[config.mk]
export PLATFORM = sky130hd
export DESIGN_NAME = bcc_top
export DESIGN_NICKNAME = d
export VERILOG_FILES = /design/src/bcc_pkg.sv /design/src/bcc_top.sv
export SDC_FILE = /design/constraint.sdc
export NUM_CORES = 2
export LEC_CHECK = 0
export BUFFER_PORTS_ARGS = -buffer_cell sky130_fd_sc_hd__buf_2
export CORE_MARGIN = 2
export CORE_UTILIZATION = 50
export CTS_CLUSTER_DIAMETER = 200
export DETAILED_ROUTE_END_ITERATION = 8
export PLACE_DENSITY_LB_ADDON = 0.1
export SYNTH_ARGS = -nofsm -noshare
export SYNTH_HDL_FRONTEND = slang
export SYNTH_SLANG_ARGS = --single-unit
[constraint.sdc]
create_clock -name aclk -period 125.8 [get_ports aclk]
set_clock_uncertainty 0.2 [all_clocks]
set_input_delay 31.45 -clock aclk [delete_from_list [all_inputs] [get_ports aclk]]
set_output_delay 31.45 -clock aclk [all_outputs]
set_load 0.02 [all_outputs]
[src/bcc_pkg.sv]
// constants and types for the closed-loop commutation controller
// Contract
// - closed loop samples U current, estimates back-EMF, picks drive state from it
// - half-cycle mode updates drive state at rising and falling zero crossings
// - full-cycle mode updates drive state only at rising zero crossings
// - analog speed: above full scale max, linear between, below zero scale stop
// - pwm speed: command proportional to measured input duty cycle 0..100 percent; at 100 percent (no rising edge) the command holds its last value
// - pwm speed: pin low for stop interval commands stop
// - output pwm is 25 kHz when rate bit is 0, 50 kHz when 1
// - serial serial_speed_a takes serial command and ignores the speed pin
// - serial command is 9 bits, 0x1FF is maximum
// - effective speed command change rate limited by 3-bit slew field
// - current feedback attenuated by 2-bit coefficient field
// - scaling bit 0: advance time equals setting time
// - scaling bit 1: advance equals setting times (U minus bemf) over U
// - setting time is 2.5 us times mantissa shifted left by exponent
`default_nettype none
package bcc_pkg;
  localparam int unsigned CLK_HZ        = 20_000_000;
  localparam int unsigned TSET_UNIT_PS  = 2_500_000;
  localparam int unsigned TSET_CYC      =
    TSET_UNIT_PS / (1_000_000 / (CLK_HZ / 1_000_000));
  localparam int unsigned PWM_LO_HZ     = 25_000;
  localparam int unsigned PWM_HI_HZ     = 50_000;
  localparam int unsigned PWM_LO_CYC    = CLK_HZ / PWM_LO_HZ;
  localparam int unsigned PWM_HI_CYC    = CLK_HZ / PWM_HI_HZ;
  localparam int unsigned STOP_MS       = 200;
  localparam int unsigned STOP_CYC      = STOP_MS * (CLK_HZ / 1000);
  localparam int unsigned SLEW_BASE_CYC = 64;
  localparam logic [8:0]  CMD_MAX       = 9'h1FF;
  localparam logic [9:0]  ANA_ZS        = 10'h040;
  localparam logic [9:0]  ANA_FS        = 10'h3C0;
  localparam logic [3:0]  OFF_CTRL      = 4'h0;
  localparam logic [3:0]  OFF_SPEED     = 4'h4;
  localparam logic [3:0]  OFF_STATUS    = 4'h8;
  localparam logic [3:0]  OFF_ADV       = 4'hC;
  localparam logic [1:0]  RESP_OKAY     = 2'h0;
  localparam logic [1:0]  RESP_SLVERR   = 2'h2;
  localparam logic [2:0]  STATE_RST     = 3'h0;

  typedef struct packed {
    logic [2:0] advance_time_exponent;
    logic [3:0] advance_time_mantissa;
    logic [1:0] feedback_attenuation_sel;
    logic [2:0] loop_slew_limit_sel;
    logic       advance_scaling_sel;
    logic       serial_speed_a;
    logic       output_pwm_rate_sel;
    logic       speed_source_pwm_sel;
    logic       half_cycle_update_sel;
  } bcc_ctrl_t;

  localparam bcc_ctrl_t CTRL_RST = '0;

  typedef struct packed {
    logic [2:0] u;
    logic [2:0] l;
  } bcc_gate_t;
endpackage : bcc_pkg
`default_nettype wire

[src/bcc_top.sv]
// closed-loop commutation, speed command and axi4-lite registers
//
// Register access over AXI4-Lite and the address map were chosen for this implementation.
`timescale 1ns/1ns
`default_nettype none
module bcc_top #(
  parameter int unsigned STOP_CYC = bcc_pkg::STOP_CYC,
  parameter int unsigned CNT_W    = 24
) (
  input  wire logic                 aclk,
  input  wire logic                 aresetn,
  input  wire logic                 ce,
  input  wire logic [3:0]           s_axi_awaddr,
  input  wire logic                 s_axi_awvalid,
  output logic                      s_axi_awready,
  input  wire logic [31:0]          s_axi_wdata,
  input  wire logic [3:0]           s_axi_wstrb,
  input  wire logic                 s_axi_wvalid,
  output logic                      s_axi_wready,
  output logic [1:0]                s_axi_bresp,
  output logic                      s_axi_bvalid,
  input  wire logic                 s_axi_bready,
  input  wire logic [3:0]           s_axi_araddr,
  input  wire logic                 s_axi_arvalid,
  output logic                      s_axi_arready,
  output logic [31:0]               s_axi_rdata,
  output logic [1:0]                s_axi_rresp,
  output logic                      s_axi_rvalid,
  input  wire logic                 s_axi_rready,
  input  wire logic signed [11:0]   cur_sample,
  input  wire logic                 cur_valid,
  input  wire logic [9:0]           speed_level,
  input  wire logic                 speed_level_valid,
  input  wire logic                 speed_pin,
  output bcc_pkg::bcc_gate_t        gate_r,
  output logic [2:0]                drive_state_r,
  output logic [8:0]                speed_eff_r
);
  // register bus
  bcc_pkg::bcc_ctrl_t ctrl_r;
  logic [8:0]         serial_speed_command_r;
  logic [1:0]         bresp_r;
  logic               bvalid_r;
  logic [31:0]        rdata_r;
  logic [1:0]         rresp_r;
  logic               rvalid_r;
  logic [31:0]        adv_word;
  logic [31:0]        status_word;

  wire        wr_go   = ce & s_axi_awvalid & s_axi_wvalid & ~bvalid_r;
  wire        rd_go   = ce & s_axi_arvalid & ~rvalid_r;
  wire [31:0] wmask   = {{8{s_axi_wstrb[3]}}, {8{s_axi_wstrb[2]}},
                         {8{s_axi_wstrb[1]}}, {8{s_axi_wstrb[0]}}};
  wire        wr_ctrl = s_axi_awaddr == bcc_pkg::OFF_CTRL;
  wire        wr_spd  = s_axi_awaddr == bcc_pkg::OFF_SPEED;
  wire        wr_hit  = wr_ctrl | wr_spd;
  wire [31:0] ctrl_w  = {15'h0000, ctrl_r};
  wire [31:0] ctrl_nw = (ctrl_w & ~wmask) | (s_axi_wdata & wmask);
  wire [31:0] spd_w   = {23'h000000, serial_speed_command_r};
  wire [31:0] spd_nw  = (spd_w & ~wmask) | (s_axi_wdata & wmask);
  wire        rd_hit  = s_axi_araddr[1:0] == 2'h0;
  wire [31:0] rd_mux  =
    (s_axi_araddr == bcc_pkg::OFF_CTRL)   ? ctrl_w :
    (s_axi_araddr == bcc_pkg::OFF_SPEED)  ? spd_w :
    (s_axi_araddr == bcc_pkg::OFF_STATUS) ? status_word :
    (s_axi_araddr == bcc_pkg::OFF_ADV)    ? adv_word : 32'h00000000;

  assign s_axi_awready = wr_go;
  assign s_axi_wready  = wr_go;
  assign s_axi_arready = rd_go;
  assign s_axi_bresp   = bresp_r;
  assign s_axi_bvalid  = bvalid_r;
  assign s_axi_rdata   = rdata_r;
  assign s_axi_rresp   = rresp_r;
  assign s_axi_rvalid  = rvalid_r;

  always_ff @(posedge aclk) begin
    if (!aresetn) begin
      ctrl_r                 <= bcc_pkg::CTRL_RST;
      serial_speed_command_r <= 9'h000;
      bvalid_r               <= 1'b0;
      bresp_r                <= bcc_pkg::RESP_OKAY;
      rvalid_r               <= 1'b0;
      rresp_r                <= bcc_pkg::RESP_OKAY;
      rdata_r                <= 32'h00000000;
    end else if (ce) begin
      if (wr_go && wr_ctrl) ctrl_r <= bcc_pkg::bcc_ctrl_t'(ctrl_nw[16:0]);
      if (wr_go && wr_spd) serial_speed_command_r <= spd_nw[8:0];
      if (wr_go) begin
        bvalid_r <= 1'b1;
        bresp_r  <= wr_hit ? bcc_pkg::RESP_OKAY : bcc_pkg::RESP_SLVERR;
      end else if (s_axi_bready) begin
        bvalid_r <= 1'b0;
      end
      if (rd_go) begin
        rvalid_r <= 1'b1;
        rdata_r  <= rd_mux;
        rresp_r  <= rd_hit ? bcc_pkg::RESP_OKAY : bcc_pkg::RESP_SLVERR;
      end else if (s_axi_rready) begin
        rvalid_r <= 1'b0;
      end
    end
  end

  // speed pin synchroniser
  logic pin_s1_r;
  logic pin_s2_r;
  logic pin_d_r;
  always_ff @(posedge aclk) begin
    if (!aresetn) begin
      pin_s1_r <= 1'b0;
      pin_s2_r <= 1'b0;
      pin_d_r  <= 1'b0;
    end else if (ce) begin
      pin_s1_r <= speed_pin;
      pin_s2_r <= pin_s1_r;
      pin_d_r  <= pin_s2_r;
    end
  end

  // pwm duty measurement
  logic [CNT_W-1:0] pw_per_r;
  logic [CNT_W-1:0] pw_hi_r;
  logic [CNT_W-1:0] pw_low_r;
  logic [8:0]       pw_cmd_r;
  wire              pin_rise = pin_s2_r & ~pin_d_r;
  wire              pw_stop  = pw_low_r >= CNT_W'(STOP_CYC);
  wire [CNT_W+8:0]  pw_prod  = (CNT_W+9)'(pw_hi_r) * (CNT_W+9)'(bcc_pkg::CMD_MAX);
  wire [CNT_W+8:0]  pw_quot  = (pw_per_r == '0) ? '0 :
                               pw_prod / (CNT_W+9)'(pw_per_r);
  wire [8:0]        pw_duty  = (pw_quot > (CNT_W+9)'(bcc_pkg::CMD_MAX)) ?
                               bcc_pkg::CMD_MAX : pw_quot[8:0];
  always_ff @(posedge aclk) begin
    if (!aresetn) begin
      pw_per_r <= '0;
      pw_hi_r  <= '0;
      pw_low_r <= '0;
      pw_cmd_r <= 9'h000;
    end else if (ce) begin
      pw_per_r <= pin_rise ? CNT_W'(1) : pw_per_r + CNT_W'(!(&pw_per_r));
      if (pin_rise) pw_hi_r <= CNT_W'(1);
      else if (pin_s2_r) pw_hi_r <= pw_hi_r + CNT_W'(!(&pw_hi_r));
      if (pin_s2_r) pw_low_r <= '0;
      else if (!pw_stop) pw_low_r <= pw_low_r + CNT_W'(1);
      if (pw_stop) pw_cmd_r <= 9'h000;
      else if (pin_rise) pw_cmd_r <= pw_duty;
    end
  end

  // analog level to command
  logic [8:0] ana_cmd_r;
  wire  [9:0] ana_ofs  = speed_level - bcc_pkg::ANA_ZS;
  wire  [18:0] ana_prd = 19'(ana_ofs) * 19'(bcc_pkg::CMD_MAX);
  wire  [18:0] ana_q   = ana_prd / 19'(bcc_pkg::ANA_FS - bcc_pkg::ANA_ZS);
  wire  [8:0] ana_lin  = ana_q[8:0];
  always_ff @(posedge aclk) begin
    if (!aresetn) begin
      ana_cmd_r <= 9'h000;
    end else if (ce && speed_level_valid) begin
      if (speed_level > bcc_pkg::ANA_FS) ana_cmd_r <= bcc_pkg::CMD_MAX;
      else if (speed_level < bcc_pkg::ANA_ZS) ana_cmd_r <= 9'h000;
      else ana_cmd_r <= ana_lin;
    end
  end

  // command source and slew limiter
  logic [CNT_W-1:0] slew_ctr_r;
  wire  [8:0] pin_cmd    = ctrl_r.speed_source_pwm_sel ? pw_cmd_r : ana_cmd_r;
  wire  [8:0] target     = ctrl_r.serial_speed_a ?
                           serial_speed_command_r : pin_cmd;
  wire  [CNT_W-1:0] slew_per = CNT_W'(bcc_pkg::SLEW_BASE_CYC) <<
                               ctrl_r.loop_slew_limit_sel;
  wire  slew_tick = slew_ctr_r >= slew_per - CNT_W'(1);
  always_ff @(posedge aclk) begin
    if (!aresetn) begin
      slew_ctr_r  <= '0;
      speed_eff_r <= 9'h000;
    end else if (ce) begin
      slew_ctr_r <= slew_tick ? '0 : slew_ctr_r + CNT_W'(1);
      if (slew_tick && speed_eff_r < target)
        speed_eff_r <= speed_eff_r + 9'h001;
      else if (slew_tick && speed_eff_r > target)
        speed_eff_r <= speed_eff_r - 9'h001;
    end
  end

  // feedback filter and back-emf estimate
  logic signed [12:0] fb_r;
  logic signed [12:0] bemf_r;
  logic               bemf_neg_r;
  logic [11:0]        bemf_pk_r;
  logic [11:0]        bemf_amp_r;
  wire  u_hi = (drive_state_r == 3'h0) | (drive_state_r == 3'h1);
  wire  u_lo = (drive_state_r == 3'h3) | (drive_state_r == 3'h4);
  wire  signed [12:0] volt_u = u_hi ? $signed({4'h0, speed_eff_r}) :
                               u_lo ? -$signed({4'h0, speed_eff_r}) : 13'sh0000;
  wire  signed [12:0] fb_err = $signed({cur_sample[11], cur_sample}) - fb_r;
  wire  signed [12:0] bemf_n = volt_u - fb_r;
  wire  [12:0]        bemf_a = bemf_n[12] ? 13'(-bemf_n) : 13'(bemf_n);
  wire  zc_rise = cur_valid & bemf_neg_r & ~bemf_n[12];
  wire  zc_fall = cur_valid & ~bemf_neg_r & bemf_n[12];
  wire  upd     = zc_rise | (ctrl_r.half_cycle_update_sel & zc_fall);
  always_ff @(posedge aclk) begin
    if (!aresetn) begin
      fb_r       <= 13'sh0000;
      bemf_r     <= 13'sh0000;
      bemf_neg_r <= 1'b0;
      bemf_pk_r  <= 12'h000;
      bemf_amp_r <= 12'h000;
    end else if (ce && cur_valid) begin
      fb_r       <= fb_r + (fb_err >>> ctrl_r.feedback_attenuation_sel);
      bemf_r     <= bemf_n;
      bemf_neg_r <= bemf_n[12];
      if (zc_rise) begin
        bemf_amp_r <= bemf_pk_r;
        bemf_pk_r  <= 12'h000;
      end else if (bemf_a[11:0] > bemf_pk_r) begin
        bemf_pk_r <= bemf_a[11:0];
      end
    end
  end

  // advance time
  wire [16:0] tset = 17'(17'(ctrl_r.advance_time_mantissa) *
                     17'(bcc_pkg::TSET_CYC)) <<
                     ctrl_r.advance_time_exponent;
  wire [11:0] amp_u   = {3'h0, speed_eff_r};
  wire [11:0] u_minus = (bemf_amp_r >= amp_u) ? 12'h000 : amp_u - bemf_amp_r;
  wire [28:0] sc_prod = 29'(tset) * 29'(u_minus);
  wire [28:0] sc_quot = (amp_u == 12'h000) ? 29'h0 : sc_prod / 29'(amp_u);
  wire [16:0] adv     = ctrl_r.advance_scaling_sel ?
                        sc_quot[16:0] : tset;
  assign adv_word    = {15'h0000, adv};
  assign status_word = {19'h00000, (speed_eff_r == 9'h000),
                        drive_state_r, speed_eff_r};

  // commutation timing
  logic [CNT_W-1:0] elapsed_r;
  logic [CNT_W-1:0] period_r;
  logic [CNT_W-1:0] sector_r;
  wire  [CNT_W-1:0] sec_len = ctrl_r.half_cycle_update_sel ?
                              period_r / CNT_W'(3) : period_r / CNT_W'(6);
  wire  [CNT_W-1:0] step_at = (sec_len > CNT_W'(adv)) ?
                              sec_len - CNT_W'(adv) : CNT_W'(1);
  wire  [2:0] st_inc  = (drive_state_r == 3'h5) ? 3'h0 : drive_state_r + 3'h1;
  wire  [2:0] st_sync = zc_fall ? 3'h3 : 3'h0;
  wire  step = (period_r != '0) & (sector_r >= step_at);
  always_ff @(posedge aclk) begin
    if (!aresetn) begin
      elapsed_r     <= '0;
      period_r      <= '0;
      sector_r      <= '0;
      drive_state_r <= bcc_pkg::STATE_RST;
    end else if (ce) begin
      if (upd) begin
        period_r      <= elapsed_r;
        elapsed_r     <= '0;
        sector_r      <= '0;
        drive_state_r <= st_sync;
      end else begin
        elapsed_r <= elapsed_r + CNT_W'(!(&elapsed_r));
        if (step) begin
          sector_r      <= '0;
          drive_state_r <= st_inc;
        end else begin
          sector_r <= sector_r + CNT_W'(!(&sector_r));
        end
      end
    end
  end

  // output pwm carrier and gates
  logic [11:0] carr_r;
  wire  [11:0] carr_per = ctrl_r.output_pwm_rate_sel ?
                          12'(bcc_pkg::PWM_HI_CYC) : 12'(bcc_pkg::PWM_LO_CYC);
  wire  [20:0] duty_p   = 21'(carr_per) * 21'(speed_eff_r);
  wire  [11:0] duty_c   = duty_p[20:9];
  wire         on       = (carr_r < duty_c) & (speed_eff_r != 9'h000);
  logic [2:0]  hi_sel;
  logic [2:0]  lo_sel;
  always_comb begin
    case (drive_state_r)
      3'h0: begin hi_sel = 3'b001; lo_sel = 3'b100; end
      3'h1: begin hi_sel = 3'b001; lo_sel = 3'b010; end
      3'h2: begin hi_sel = 3'b100; lo_sel = 3'b010; end
      3'h3: begin hi_sel = 3'b100; lo_sel = 3'b001; end
      3'h4: begin hi_sel = 3'b010; lo_sel = 3'b001; end
      3'h5: begin hi_sel = 3'b010; lo_sel = 3'b100; end
      default: begin hi_sel = 3'b000; lo_sel = 3'b000; end
    endcase
  end
  always_ff @(posedge aclk) begin
    if (!aresetn) begin
      carr_r <= 12'h000;
      gate_r <= '0;
    end else if (ce) begin
      carr_r   <= (carr_r >= carr_per - 12'h001) ? 12'h000 :
                  carr_r + 12'h001;
      gate_r.u <= on ? hi_sel : 3'b000;
      gate_r.l <= (speed_eff_r != 9'h000) ? lo_sel : 3'b000;
    end
  end
endmodule : bcc_top
`default_nettype wire

==> results.ini <==
[setup_path]
startpoint=pw_hi_r[7]
rr_worst_depth=703
cp_data_arrival_time_ns=121.19
start_kind=register
cp_data_required_time_ns=126.01
path_common_cell=o21a_1
critPathMaxStageDelay_ns=0.60
crit_fanout=8
crit_path_end_kind=register
path_delay_family=compound AO/OA/AOI/OAI gates
rr_startpoint=pw_hi_r[7]
cp_slowest_cell=fa_2
rrSetupSlack_ns=4.82
critical_path_class=register to register
rr_endpoint=pw_cmd_r[0]
cp_num_buf_inv=40

[run_status]
status=finished clean

[synthesis]
synth_area_um2=80300
synth_warnings=0
ys.flop_type=dfxtp_1
avgSynthCellArea_um2=7.35
ys_seq_elements=304
synth_edf_count=0
synthTopCellsByCount=1162 x ha_1, 1138 x nor2_1, 986 x nand2_1
yosys-top-cells-area=ha_1 18%, fa_1 7.9%, dfxtp_1 7.6%
yosysMostFrequentCell=ha_1
syn_inst=10927
ys_seq_area_frac=0.0758
async_flop_share=0
synth_top_cell_by_area=ha_1
synth_top_area_share=0.181
synthDistinctLibCells=155

[timing]
fmax_ghz=0.00827
rsz0062_at_grt=true
drv_slew=0
worst_pin_slew_ns=1.20
worst_slack_ns=4.82
min_period_ns=120.98
finalHoldViolCount=0
setup_tns_ns=0
post-route-period-util=0.962
timing.slew.headroom=0.179
finalSetupViolCount=0

[run]
cap_viol_max_count=0

[grt]
grt_pass1_vias=76189
grtUsageTotal=0.284
antenna_found_initial=9
grt_max_degree=86
grt_overflow=0
grt_first_pass_wirelength_um=390000

[die]
core_area_um2=160000
num_io_pins=136
rows=147
die_w_um=405
dieArea_um2=164000
die_y_um=405
start_util=0.502

[finish]
nets=12805
synthToLayoutAreaGrowth_pct=9.91
fill_cells=15565
layout-drive-gt1-share=0.118
layoutNonFillerInstCount=13373
fin_util=0.552

[worst_hold_path]
min_path_cells=2
whs_endpoint=pw_cmd_r[4]
worstHoldStart=pw_cmd_r[4]
hp-class=register to register

[detailed_routing]
wl_per_cell_um=18.0
wl_um=241000
drt_iter0_markers=5270
drt_first_pass_iters=8
drc=0
antenna_left=0
drt-vias-per-instance=6.01
vias=80360

[cts]
clk_pin_slew_ns=0.06
cts_buffer_depth=3
cts_max_level=2
clock-sinks=304
cts_made_buffers=39
cts_tree=built
cts-root-buf=clkbuf_16
insertion_delay_ns=0.58

[placed_design]
dp_hpwl_um=195000
gp_congestion=0.936
io_buffers=102
dp.cells=13142
post-place-ws_ns=-2.12

==> routing by layer <==
metal | share of wire | vias to the layer above | global-route usage
li1 | - | 40191 | -
met2 | 0.48 | 1696 | 0.497
met3 | 0.046 | 334 | 0.0260
met5 | 0.00017 | - | 0
met1 | 0.45 | 38133 | 0.375
met4 | 0.023 | 6 | 0.0678
==> flip-flops by register name (all words and copies together), names as in the netlist, 3 cells and up, named ones only <==
signal / cells
elapsed_r: 24
period_r: 24
pw_hi_r: 24
pw_low_r: 24
pw_per_r: 24
sector_r: 24
slew_ctr_r: 24
s_axi_rdata: 17
fb_r: 13
bemf_amp_r: 12
bemf_pk_r: 12
carr_r: 12
ana_cmd_r: 9
pw_cmd_r: 9
speed_eff_r: 9
gate_r: 6
drive_state_r: 3
==> per-stage QoR <==
step | hold WS [ns] | instance area, µm²
after floorplan | 0.232 | 80700
after global placement | 0.238 | 84800
after detailed placement | 0.246 | 84800
after CTS | 0.252 | 86500
after global routing | 0.269 | 88300
final | 0.250 | 88300
==> layout make-up <==
| class | count | area [µm²] | area share |
|---|---|---|---|
| inverter | 792 | 2980 | 0.0337 |
| timing repair buffer | 587 | 4250 | 0.0481 |
| clock inverter | 22 | 353 | 0.00400 |
| multi-input combinational | 9525 | 70900 | 0.803 |
| antenna | 8 | 20.0 | 0.000227 |
| sequential | 304 | 6110 | 0.0692 |
| tap | 2086 | 2610 | 0.0296 |
| clock buffer | 49 | 1050 | 0.0119 |
==> logic make-up after synthesis <==
group                      count (synthesis)  share of synthesized area
DFF                                      304                     0.0758
xor gates and xnor gates                 591                     0.0652
buffers and inverters                   1140                     0.0550
and+or+nand+nor                         4097                      0.247
muxes                                    266                     0.0359
adders and majority gates               1486                      0.261
other                                      2                  0.0000935
AOI/OAI and AO/OA                       3041                      0.260
==> layout by cell type (no fill, tap or decap), drive strengths merged, types with 304 or more instances in the layout <==
cell | synthesis | final
a21oi | 672 | 672
buf | 94 | 585
dfxtp | 304 | 304
fa | 317 | 317
ha | 1162 | 1162
inv | 791 | 796
nand2 | 992 | 992
nor2 | 1144 | 1145
nor3 | 694 | 694
o21a | 601 | 601
o21ai | 474 | 474
xnor2 | 375 | 375
==> how the worst max path moves through the flow <==
stage | end | cells past startpoint
floorplan | pw_cmd_r[0] | 1188
global placement | pw_cmd_r[0] | 692
detailed placement | pw_cmd_r[0] | 693
CTS | pw_cmd_r[0] | 700
global route | pw_cmd_r[0] | 707
finish | pw_cmd_r[0] | 703
==> tightest hold or removal path, cell delays in order (launching register included) <==
cell     delay (ns)
dfxtp_1        0.30
nand2_1        0.05
a21oi_1        0.05
==> what timing repair did <==
item / CTS / global route
hold buffers: 0 / 0
gates resized for setup: 28 / 250
buffers inserted: 21 / 128
pin swaps: 12 / 226
gates cloned: 1 / 2
endpoints found under the setup margin: 1 / 3
Power is not shown: default switching activity piles up to over one toggle a cycle in this logic, so the estimate is an artifact.
